File: config.mk
export PLATFORM = sky130hd
export DESIGN_NAME = ptf_port_cfg
export DESIGN_NICKNAME = d
export VERILOG_FILES = /design/src/inc/ptf_pkg.sv /design/src/rtl/ptf_pin_cell.sv /design/src/rtl/ptf_port_cfg.sv
export SDC_FILE = /design/constraint.sdc
export NUM_CORES = 1
export LEC_CHECK = 0
export BUFFER_PORTS_ARGS = -buffer_cell sky130_fd_sc_hd__buf_2
export CAP_MARGIN = 5
export CORE_UTILIZATION = 35
export DETAILED_ROUTE_END_ITERATION = 7
export PLACE_DENSITY_LB_ADDON = 0.15
export REMOVE_ABC_BUFFERS = 1
export SLEW_MARGIN = 10
export SYNTH_ARGS = -nofsm -noshare
export SYNTH_HDL_FRONTEND = slang
export SYNTH_SLANG_ARGS = --single-unit
export TNS_END_PERCENT = 10
File: constraint.sdc
create_clock -name SYS_CLK -period 1.5 [get_ports SYS_CLK]
set_clock_uncertainty 0.1 [all_clocks]
set_input_delay 0.075 -clock SYS_CLK [delete_from_list [all_inputs] [get_ports SYS_CLK]]
set_output_delay 0.075 -clock SYS_CLK [all_outputs]
set_load 0.05 [all_outputs]
File: src/inc/ptf_pkg.sv
/*
  Package for the third/fourth port pin configuration block: register
  addresses, reset values and the special-function-register access carrier.
  Assumes an 8-bit special-function-register bus with one-cycle strobes.
*/
package ptf_pkg;

  // ****************************************
  // Register addresses
  // ****************************************
  localparam logic [7:0] PTF_ADDR_P4_OUT_MODE = 8'hAE;
  localparam logic [7:0] PTF_ADDR_P4_LATCH    = 8'hC7;
  localparam logic [7:0] PTF_ADDR_P3_IN_MODE  = 8'hF4;
  localparam logic [7:0] PTF_ADDR_P4_IN_MODE  = 8'hF5;
  localparam logic [7:0] PTF_ADDR_P3_SKIP     = 8'hDF;

  // ****************************************
  // Reset values
  // ****************************************
  localparam logic [7:0] PTF_RST_P4_OUT_MODE = 8'h00;
  localparam logic [7:0] PTF_RST_P4_LATCH    = 8'hFF;
  localparam logic [7:0] PTF_RST_P3_IN_MODE  = 8'hFF;
  localparam logic [7:0] PTF_RST_P4_IN_MODE  = 8'hFF;
  localparam logic [7:0] PTF_RST_P3_SKIP     = 8'h00;

  localparam int PTF_PINS = 8;

  // ****************************************
  // Bus carrier and pin control bundle
  // ****************************************
  typedef struct packed {
    logic       wr;
    logic       rd;
    logic [7:0] addr;
    logic [7:0] wdata;
  } ptf_sfr_req_t;

  typedef struct packed {
    logic       out;
    logic       oe;
    logic       pullup_en;
    logic       rx_en;
  } ptf_pin_ctl_t;

endpackage : ptf_pkg

File: src/rtl/ptf_pin_cell.sv
/*
  One port pin cell: output driver control and input receiver gating.
  Assumes the pin input has already passed a two-flop synchroniser.
*/
`timescale 1ns/1ps
module ptf_pin_cell
  import ptf_pkg::*;
(
  input  wire logic         latch_bit,
  input  wire logic         out_mode_bit,
  input  wire logic         in_mode_bit,
  input  wire logic         pin_sync,
  output ptf_pin_ctl_t      ctl,
  output logic              rd_bit
);

  always_comb
  begin
    ctl.out       = 1'b0;
    ctl.oe        = 1'b0;
    ctl.pullup_en = 1'b0;
    ctl.rx_en     = 1'b0;
    rd_bit        = 1'b0;
    if (in_mode_bit)
    begin
      ctl.rx_en = 1'b1;
      if (!latch_bit)
      begin
        ctl.out = 1'b0;
        ctl.oe  = 1'b1;
      end
      else if (out_mode_bit)
      begin
        ctl.out = 1'b1;
        ctl.oe  = 1'b1;
      end
      else
      begin
        // Open-drain high: released, weak pull-up holds it
        ctl.pullup_en = 1'b1;
      end
      rd_bit = pin_sync;
    end
    // Analog: driver, receiver, pull-up off; reads zero
  end

endmodule : ptf_pin_cell

File: src/rtl/ptf_port_cfg.sv
/*
  Third/fourth port configuration: fourth port latch, input and output
  mode registers, third port input mode and crossbar skip registers.
  Assumes one-cycle read/write strobes on the internal register bus, all
  on SYS_CLK, and that the pad turns OE/OUT into a pin level.
*/
`timescale 1ns/1ps
module ptf_port_cfg
  import ptf_pkg::*;
(
  input  wire logic         SYS_CLK,
  input  wire logic         RST_N,
  input  ptf_pkg::ptf_sfr_req_t SFR_REQ,
  output logic [7:0]        SFR_RDATA,
  output logic              SFR_HIT,
  input  wire logic [7:0]   P4_PIN_I,
  output logic [7:0]        P4_PIN_O,
  output logic [7:0]        P4_PIN_OE,
  output logic [7:0]        P4_PULLUP_EN,
  output logic [7:0]        P4_RX_EN,
  output logic [7:0]        P3_ANALOG_N,
  output logic [7:0]        P3_SKIP
);

  import ptf_pkg::*;

  // ****************************************
  // Registers
  // ****************************************
  logic [7:0] p4_latch_r,    p4_latch_nxt;
  logic [7:0] p4_out_mode_r, p4_out_mode_nxt;
  logic [7:0] p4_in_mode_r,  p4_in_mode_nxt;
  logic [7:0] p3_in_mode_r,  p3_in_mode_nxt;
  logic [7:0] p3_skip_r,     p3_skip_nxt;
  logic [7:0] rdata_r,       rdata_nxt;
  logic [7:0] sync1_r,       sync2_r;
  logic [7:0] p4_rd;

  always_comb
  begin
    p4_latch_nxt    = p4_latch_r;
    p4_out_mode_nxt = p4_out_mode_r;
    p4_in_mode_nxt  = p4_in_mode_r;
    p3_in_mode_nxt  = p3_in_mode_r;
    p3_skip_nxt     = p3_skip_r;
    if (SFR_REQ.wr)
    begin
      case (SFR_REQ.addr)
        PTF_ADDR_P4_LATCH:    p4_latch_nxt    = SFR_REQ.wdata;
        PTF_ADDR_P4_OUT_MODE: p4_out_mode_nxt = SFR_REQ.wdata;
        PTF_ADDR_P4_IN_MODE:  p4_in_mode_nxt  = SFR_REQ.wdata;
        PTF_ADDR_P3_IN_MODE:  p3_in_mode_nxt  = SFR_REQ.wdata;
        PTF_ADDR_P3_SKIP:     p3_skip_nxt     = SFR_REQ.wdata;
        default:              p4_latch_nxt    = p4_latch_r;
      endcase
    end
  end

  // ****************************************
  // Read path
  // ****************************************
  always_comb
  begin
    rdata_nxt = rdata_r;
    if (SFR_REQ.rd)
    begin
      case (SFR_REQ.addr)
        PTF_ADDR_P4_LATCH:    rdata_nxt = p4_rd;
        PTF_ADDR_P4_OUT_MODE: rdata_nxt = p4_out_mode_r;
        PTF_ADDR_P4_IN_MODE:  rdata_nxt = p4_in_mode_r;
        PTF_ADDR_P3_IN_MODE:  rdata_nxt = p3_in_mode_r;
        PTF_ADDR_P3_SKIP:     rdata_nxt = p3_skip_r;
        default:              rdata_nxt = 8'h00;
      endcase
    end
  end

  always_comb
  begin
    case (SFR_REQ.addr)
      PTF_ADDR_P4_LATCH,
      PTF_ADDR_P4_OUT_MODE,
      PTF_ADDR_P4_IN_MODE,
      PTF_ADDR_P3_IN_MODE,
      PTF_ADDR_P3_SKIP:     SFR_HIT = SFR_REQ.rd | SFR_REQ.wr;
      default:              SFR_HIT = 1'b0;
    endcase
  end

  always_ff @(posedge SYS_CLK)
  begin
    if (!RST_N)
    begin
      p4_latch_r    <= PTF_RST_P4_LATCH;
      p4_out_mode_r <= PTF_RST_P4_OUT_MODE;
      p4_in_mode_r  <= PTF_RST_P4_IN_MODE;
      p3_in_mode_r  <= PTF_RST_P3_IN_MODE;
      p3_skip_r     <= PTF_RST_P3_SKIP;
      rdata_r       <= 8'h00;
      sync1_r       <= 8'h00;
      sync2_r       <= 8'h00;
    end
    else
    begin
      p4_latch_r    <= p4_latch_nxt;
      p4_out_mode_r <= p4_out_mode_nxt;
      p4_in_mode_r  <= p4_in_mode_nxt;
      p3_in_mode_r  <= p3_in_mode_nxt;
      p3_skip_r     <= p3_skip_nxt;
      rdata_r       <= rdata_nxt;
      sync1_r       <= P4_PIN_I;
      sync2_r       <= sync1_r;
    end
  end

  // ****************************************
  // Pin cells
  // ****************************************
  generate
    for (genvar i = 0; i < PTF_PINS; i++)
    begin : g_pin
      ptf_pin_ctl_t ctl;
      ptf_pin_cell u_cell
      (
        .latch_bit    (p4_latch_r[i]),
        .out_mode_bit (p4_out_mode_r[i]),
        .in_mode_bit  (p4_in_mode_r[i]),
        .pin_sync     (sync2_r[i]),
        .ctl          (ctl),
        .rd_bit       (p4_rd[i])
      );
      assign P4_PIN_O[i]     = ctl.out;
      assign P4_PIN_OE[i]    = ctl.oe;
      assign P4_PULLUP_EN[i] = ctl.pullup_en;
      assign P4_RX_EN[i]     = ctl.rx_en;
    end
  endgenerate

  assign SFR_RDATA   = rdata_r;
  assign P3_ANALOG_N = p3_in_mode_r;
  assign P3_SKIP     = p3_skip_r;

endmodule : ptf_port_cfg

==> results by group, run 1 <==
Status
  – Status: finished, final reports clean

Setup path
  – CP Buf/Inv Count: 3
  – Setup CP Type: input pin to output pin
  – Crit path DAT: about 1.3 ns
  – Reg2Reg Setup Slack: about 0.50 ns
  – Crit-path slowest cell: dlygate4sd3_1
  – CP Cell Sequence: dlygate4sd3_1 -> clkbuf_4 -> nor2_1 -> a21oi_1 -> buf_4
  – Crit end category: output pin
  – CP Launch Type: input pin
  – Crit path max-delay family: buffers and inverters
  – Critical path's largest stage delay: around 0.52 ns
  – Reg-to-Reg Start: sync2_r[3]$_SDFF_PN0_
  – Crit-path max FO: 10
  – R2r endpoint: SFR_RDATA[3]$_SDFFE_PN0P_
  – Worst Path Required: 1.32 ns
  – Worst R2R Path Depth: 3

Timing
  – RSZ-0062 raised after global routing: false
  – F_max: around 700 MHz
  – Max Slew Vio Count: 0
  – Slew @ Worst Pin: approximately 0.71 ns
  – Min setup slack post-route: 0.07101 ns
  – Setup violators final: 0
  – Post-route setup TNS: 0 ns
  – Crit path time final: around 1.4 ns
  – Hold Slack: 0.02989 ns
  – Max-slew headroom: 0.5295
  – Final-report hold violation count: 0
  – Tcrit/Tclk final: 0.9527

Clock tree
  – TritonCTS clock tree: yes
  – CTS root buf: clkbuf_8
  – Clock sinks: 64
  – Clk_lat worst skew: roughly 0.34 ns
  – TritonCTS Buffers: 9
  – CTS H-tree depth: 3
  – Setup bufs post-CTS: 0
  – Clock Path Buffers: 2
  – Clk slew on worst S/H paths: 0.06 ns

Finish
  – Layout cells sized above 1: 0.3010
  – Commonest non-fill, non-tap cell in the layout: buf_2
  – Final Core Density: 0.4760
  – Number of diodes: 0
  – Area grow syn2layout: 31.33%
  – Nets: between 400 and 500
  – Final instance area: about 3700 um2
  – Commonest non-fill, non-tap cells in the layout: 78 x buf_2, 63 x dfxtp_1, 49 x nand2_1

Power and ir drop
  – Leakage: between 1.5 and 2 nW
  – Maximum vdd drop: about 0.47 mV
  – Pwr/cell area: 917.0 nW/um2

Placed design
  – Port bufs: 84
  – GPL Wtd Cong: 0.8631
  – HPWL after DPL: roughly 5200 um
  – Place WS: -0.1077 ns
  – Area after DPL: 3324 um2

Synth
  – Synthesized area: approximately 2800 um2
  – Cells after Synth: about 310
  – Seq cells post-synth: 64
  – Simple-gate area share of the yosys netlist: 0.2187
  – Mux contribution to synthesized area: 0.08533
  – Main synth FF type: dfxtp_1
  – Post-synthesis compound-gate area fraction: 0.1676
  – XOR/XNOR share of the synthesized area: 0.003111
  – Synth top area share: 0.4551
  – Sequential area share after synthesis: 0.4551
  – Post-synth EDFFs: 0
  – Area leader, netlist: dfxtp_1
  – Main combinational cell family by area after synthesis: simple AND/OR/NAND/NOR gates
  – Synth cell types: 35
  – Adder-Cell Fraction of Synth Area: 0
  – Async SR Flop Fraction: 0
  – Ys Warns: 0
  – Synth Area per Inst: 9.170 um2
  – Area contributors post-synth: dfxtp_1 46%, mux2i_1 8.5%, nand2_1 6.5%

Routing
  – Post-route met1 wirelength: 3569 um
  – TritonRoute pass-1 iters: 4
  – Max Used Layer: met4
  – Routed len/inst: 14.80 um
  – Metal2 WL: around 3500 um
  – Post-DRT Antenna Nets: 0
  – Vias per std cell: approximately 4.8
  – Drt drc: 0
  – Vias: between 2000 and 2500
  – DRT iter0 DRCs: around 160
  – WL final: about 7600 um
  – Routed length on met3: 459 um

Global route
  – Total Routing Usage GR: 0.1972
  – Initial antenna violation count: 0
  – Vias in the first global route: 2459
  – Largest net degree at the start of global routing: 65
  – Gr ovfl total: 0
  – First-pass GRT wire length: between 10000 and 15000 um

Floorplan
  – Initial Util: 0.3624
  – Die width: ~92 um
  – IO Pins: 85
  – Die Span Y: 91.69 um
  – Row cnt: 32
  – Core Area: around 7800 um2
  – Die footprint: 8406 um2

Min path
  – WHS Endpoint: P3_ANALOG_N[1]$_SDFFE_PN1P_
  – Hold depth: 3
  – Hold Crit Start: RST_N
  – Worst hold path type: input pin to flop

Job
  – Max Cap Viol: 0
[routing by layer]
metal / GRT usage / up-vias
met5: 0 / -
met4: 0.05952 / 0
met3: 0.06053 / 8
met2: 0.3095 / 75
met1: 0.2593 / 1116
li1: - / 1267
[where the power goes]
part | switching [mW] | internal, mW
clock | 0.627 | 0.734
sequential | 0.0114 | 1.73
combinational | 0.166 | 0.122
[layout make-up]
type / count / area, um2
fill: 777 / 4070
sequential: 64 / 1282
inverter: 9 / 33.78
multi-input combinational: 207 / 1338
clock inverter: 2 / 12.51
timing repair buffer: 116 / 730.7
tap: 102 / 127.6
clock buffer: 14 / 172.7
[worst register-to-register path: stages, from the launching register on]
cell and delay (ns):
dfxtp_1 0.30, a21o_1 0.16, a32oi_1 0.22, a31oi_1 0.11
[worst max-delay path by stage]
stage,start,to,cells past startpoint
3_5_place_dp,SFR_REQ[8],p4_out_mode_r[2]$_SDFFE_PN0P_,5
3_3_place_gp,SFR_REQ[8],p4_out_mode_r[5]$_SDFFE_PN0P_,5
2_1_floorplan,p4_in_mode_r[0]$_SDFFE_PN1P_,P4_PIN_OE[0],1
4_1_cts,SFR_REQ[16],SFR_HIT,5
5_1_grt,p4_in_mode_r[0]$_SDFFE_PN1P_,P4_PIN_OE[0],2
6_report,SFR_REQ[16],SFR_HIT,5
[sequential cells by signal (all words and copies together), names as in the netlist]
name           flops
sync2_r            8
p4_out_mode_r      8
P3_SKIP            8
SFR_RDATA          8
P3_ANALOG_N        8
p4_latch_r         8
p4_in_mode_r       8
sync1_r            8
[Yosys cell counts, types with 2 or more instances]
library cell / number
and3_1: 2
buf_2: 5
and4bb_2: 2
a21boi_1: 10
nand3_1: 16
nand2_1: 49
a32oi_1: 8
nand3_2: 2
a21boi_0: 14
buf_4: 11
nor2_1: 17
dfxtp_1: 64
a21o_1: 8
a22oi_1: 8
buf_6: 2
inv_1: 9
mux2i_1: 24
clkbuf_1: 8
o21ai_0: 8
and2_1: 17
a31oi_1: 9
[stage by stage]
stage | total power [mW] | instances
after global placement | 2.033 | 481
after CTS | 3.437 | 514
after detailed placement | 2.034 | 481
after floorplan | 1.890 | 280
final | 3.390 | 514
after global routing | 3.565 | 514
[cells by family (layout without fill, tap and decap cells)]
family / after synthesis / after routing
and+or+nand+nor: 116 / 116
buffers and inverters: 36 / 141
DFF: 64 / 64
muxes: 24 / 24
AOI/OAI and AO/OA: 66 / 66
xor gates and xnor gates: 1 / 1
[timing repair]
item / in CTS / in global routing
resized for setup: 1 / 8
endpoints found under the setup margin: 1 / 5
hold endpoints to repair: 52 / 0
hold buffers: 17 / 0
Note: power is estimated with default switching activity, not from simulation.
==> inputs of run 2 (changes only) <==
--- a/config.mk
+++ b/config.mk
@@ -7,6 +7,7 @@
 export LEC_CHECK = 0
 export BUFFER_PORTS_ARGS = -buffer_cell sky130_fd_sc_hd__buf_2
 export CAP_MARGIN = 5
+export CORE_MARGIN = 5
 export CORE_UTILIZATION = 35
 export DETAILED_ROUTE_END_ITERATION = 7
 export PLACE_DENSITY_LB_ADDON = 0.15
==> results by group, run 2 (synthesized netlist as in run 1, its figures left out) <==
Status
  – Status: finished, final reports clean

Floorplan
  – IO Pins: 85 (unchanged)
  – Die footprint: 9937 um2 (+18%)
  – Die Span Y: 99.69 um (+8.7%)
  – Row cnt: 32 (unchanged)
  – Die width: 99.69 um (+8.7%)
  – Core Area: 7767 um2 (unchanged)
  – Initial Util: 0.3624 (unchanged)

Routing
  – DRT iter0 DRCs: 160 (-1.2%)
  – WL final: 8186 um (+7.6%)
  – Post-DRT Antenna Nets: 0 (unchanged)
  – Metal2 WL: 3541 um (+1.8%)
  – TritonRoute pass-1 iters: 4 (unchanged)
  – Post-route met1 wirelength: 3881 um (+8.7%)
  – Max Used Layer: met4
  – Vias per std cell: 4.942 (+3.0%)
  – Drt drc: 0 (unchanged)
  – Routed len/inst: 15.83 um (+7.0%)
  – Routed length on met3: 625 um (+36%)
  – Vias: 2555 (+3.6%)

Setup path
  – Setup CP Type: flop to output pin
  – CP Launch Type: flop
  – CP Launch Point: p4_out_mode_r[0]$_SDFFE_PN0P_
  – Crit-path max FO: 4 (-6)
  – Reg-to-Reg Start: sync2_r[2]$_SDFF_PN0_
  – Crit path DAT: 1.25 ns (about the same)
  – Crit end category: output pin
  – Worst Path Required: 1.32 ns (about the same)

Job
  – Max Cap Viol: 0 (unchanged)

Min path
  – Worst hold path type: input pin to flop
  – Hold Crit Start: SFR_REQ[16]

Finish
  – Area grow syn2layout: 32.53%
  – Layout cells sized above 1: 0.3036 (+0.002644)
  – Commonest non-fill, non-tap cell in the layout: buf_2
  – Multi-input gate area: 1336 um2 (about the same)
  – # fillers: 801 (+3.1%)
  – Cell Count, Final, Fillers Out: 517 (+0.58%)
  – Commonest non-fill, non-tap cells in the layout: 81 x buf_2, 64 x dfxtp_1, 49 x nand2_1
  – FF+latch area: 1281 um2 (about the same)
  – Number of diodes: 0 (unchanged)
  – Nets: 439 (+0.92%)

Timing
  – Crit path time final: 1.426 ns (-0.003307 ns)
  – Tcrit/Tclk final: 0.9505 (-0.002205)
  – F_max: 701.4 MHz (+0.23%)
  – Slew @ Worst Pin: 0.4583 ns (-0.2474 ns)
  – Max Slew Vio Count: 0 (unchanged)
  – Max-slew headroom: 0.6945 (+0.1649)
  – Final-report hold violation count: 0 (unchanged)
  – Setup violators final: 0 (unchanged)
  – RSZ-0062 raised after global routing: false
  – Hold Slack: 0.01589 ns (-0.01400 ns)

Placed design
  – Port bufs: 84 (unchanged)
  – HPWL after DPL: 5628 um (+8.6%)
  – GPL Wtd Cong: 0.8025 (-7.0%)
  – Placed Cells: 485 (+0.83%)

Global route
  – Gr ovfl total: 0 (unchanged)
  – First-pass GRT wire length: 12880 um (+2.6%)
  – Vias in the first global route: 2366 (-3.8%)
  – Initial antenna violation count: 0 (unchanged)
  – Total Routing Usage GR: 0.1708 (-0.02641)
  – Largest net degree at the start of global routing: 65 (unchanged)

Power and ir drop
  – Maximum vdd drop: 0.5560 mV (+19%)
  – Leakage: 1.808 nW (+1.9%)
  – Final Power: 3.454 mW (+1.9%)
  – Pwr/cell area: 925.7 nW/um2 (+0.95%)

Clock tree
  – CTS H-tree depth: 3 (unchanged)
  – Clock Path Buffers: 2 (unchanged)
  – Clk_lat worst skew: 0.34 ns (about the same)
  – Clock sinks: 64 (unchanged)
  – Clk slew on worst S/H paths: 0.07 ns (about the same)
  – CTS root buf: clkbuf_8
  – TritonCTS Buffers: 9 (unchanged)
  – TritonCTS clock tree: yes
run 2: repair_timing:
item	CTS	global route
buffers inserted	0	0
hold buffers	17	0
resized for setup	0	4
setup endpoints to repair	0	3
hold endpoints to repair	51	0
run 2: final cells by class:
| class | count | area share |
|---|---|---|
| flip-flops and latches | 64 | 0.3434 |
| well taps | 102 | 0.03421 |
| clock inverters | 4 | 0.01207 |
| inverters | 9 | 0.009054 |
| repair buffers | 120 | 0.2052 |
| clock buffers | 11 | 0.03789 |
| multi-input cells | 207 | 0.3581 |
run 2: path summary, 6_finish.rpt:
| kind | to | slack (ns) | cells past startpoint |
|---|---|---|---|
| worst min register to register | sync2_r[1]$_SDFF_PN0_ | 0.33 | 1 |
| worst max-delay path | P4_PIN_OE[0] | 0.07 | 3 |
| worst min-delay path | SFR_RDATA[1]$_SDFFE_PN0P_ | 0.02 | 2 |
| worst max register to register | SFR_RDATA[2]$_SDFFE_PN0P_ | 0.52 | 3 |
run 2: per-stage QoR:
stage	worst slack [ns]	instance area (um2)	TNS (ns)	util
after CTS	0.04908	3724	0	0.4794
after global routing	0.0007492	3731	0	0.4803
final	0.07431	3731	0	0.4803
after detailed placement	-0.05184	3367	-0.4924	0.4335
after global placement	-0.05248	3367	-0.5709	0.4335
after floorplan	-0.5438	2651	-6.680	-
run 2: layer usage:
| metal | vias up | global-route usage |
|---|---|---|
| met1 | 1187 | 0.2420 |
| met2 | 86 | 0.2463 |
| met3 | 13 | 0.03997 |
| li1 | 1269 | - |
| met4 | 0 | 0.07353 |
| met5 | - | 0 |
run 2: where the power goes:
group	switching (mW)	internal, mW
clock network	0.623	0.795
logic	0.172	0.122
registers	0.0107	1.73
run 2: critical path, stage by stage (launching register included):
cell      delay, ns
dfxtp_1        0.40
inv_1          0.07
a21boi_0       0.15
buf_2          0.29
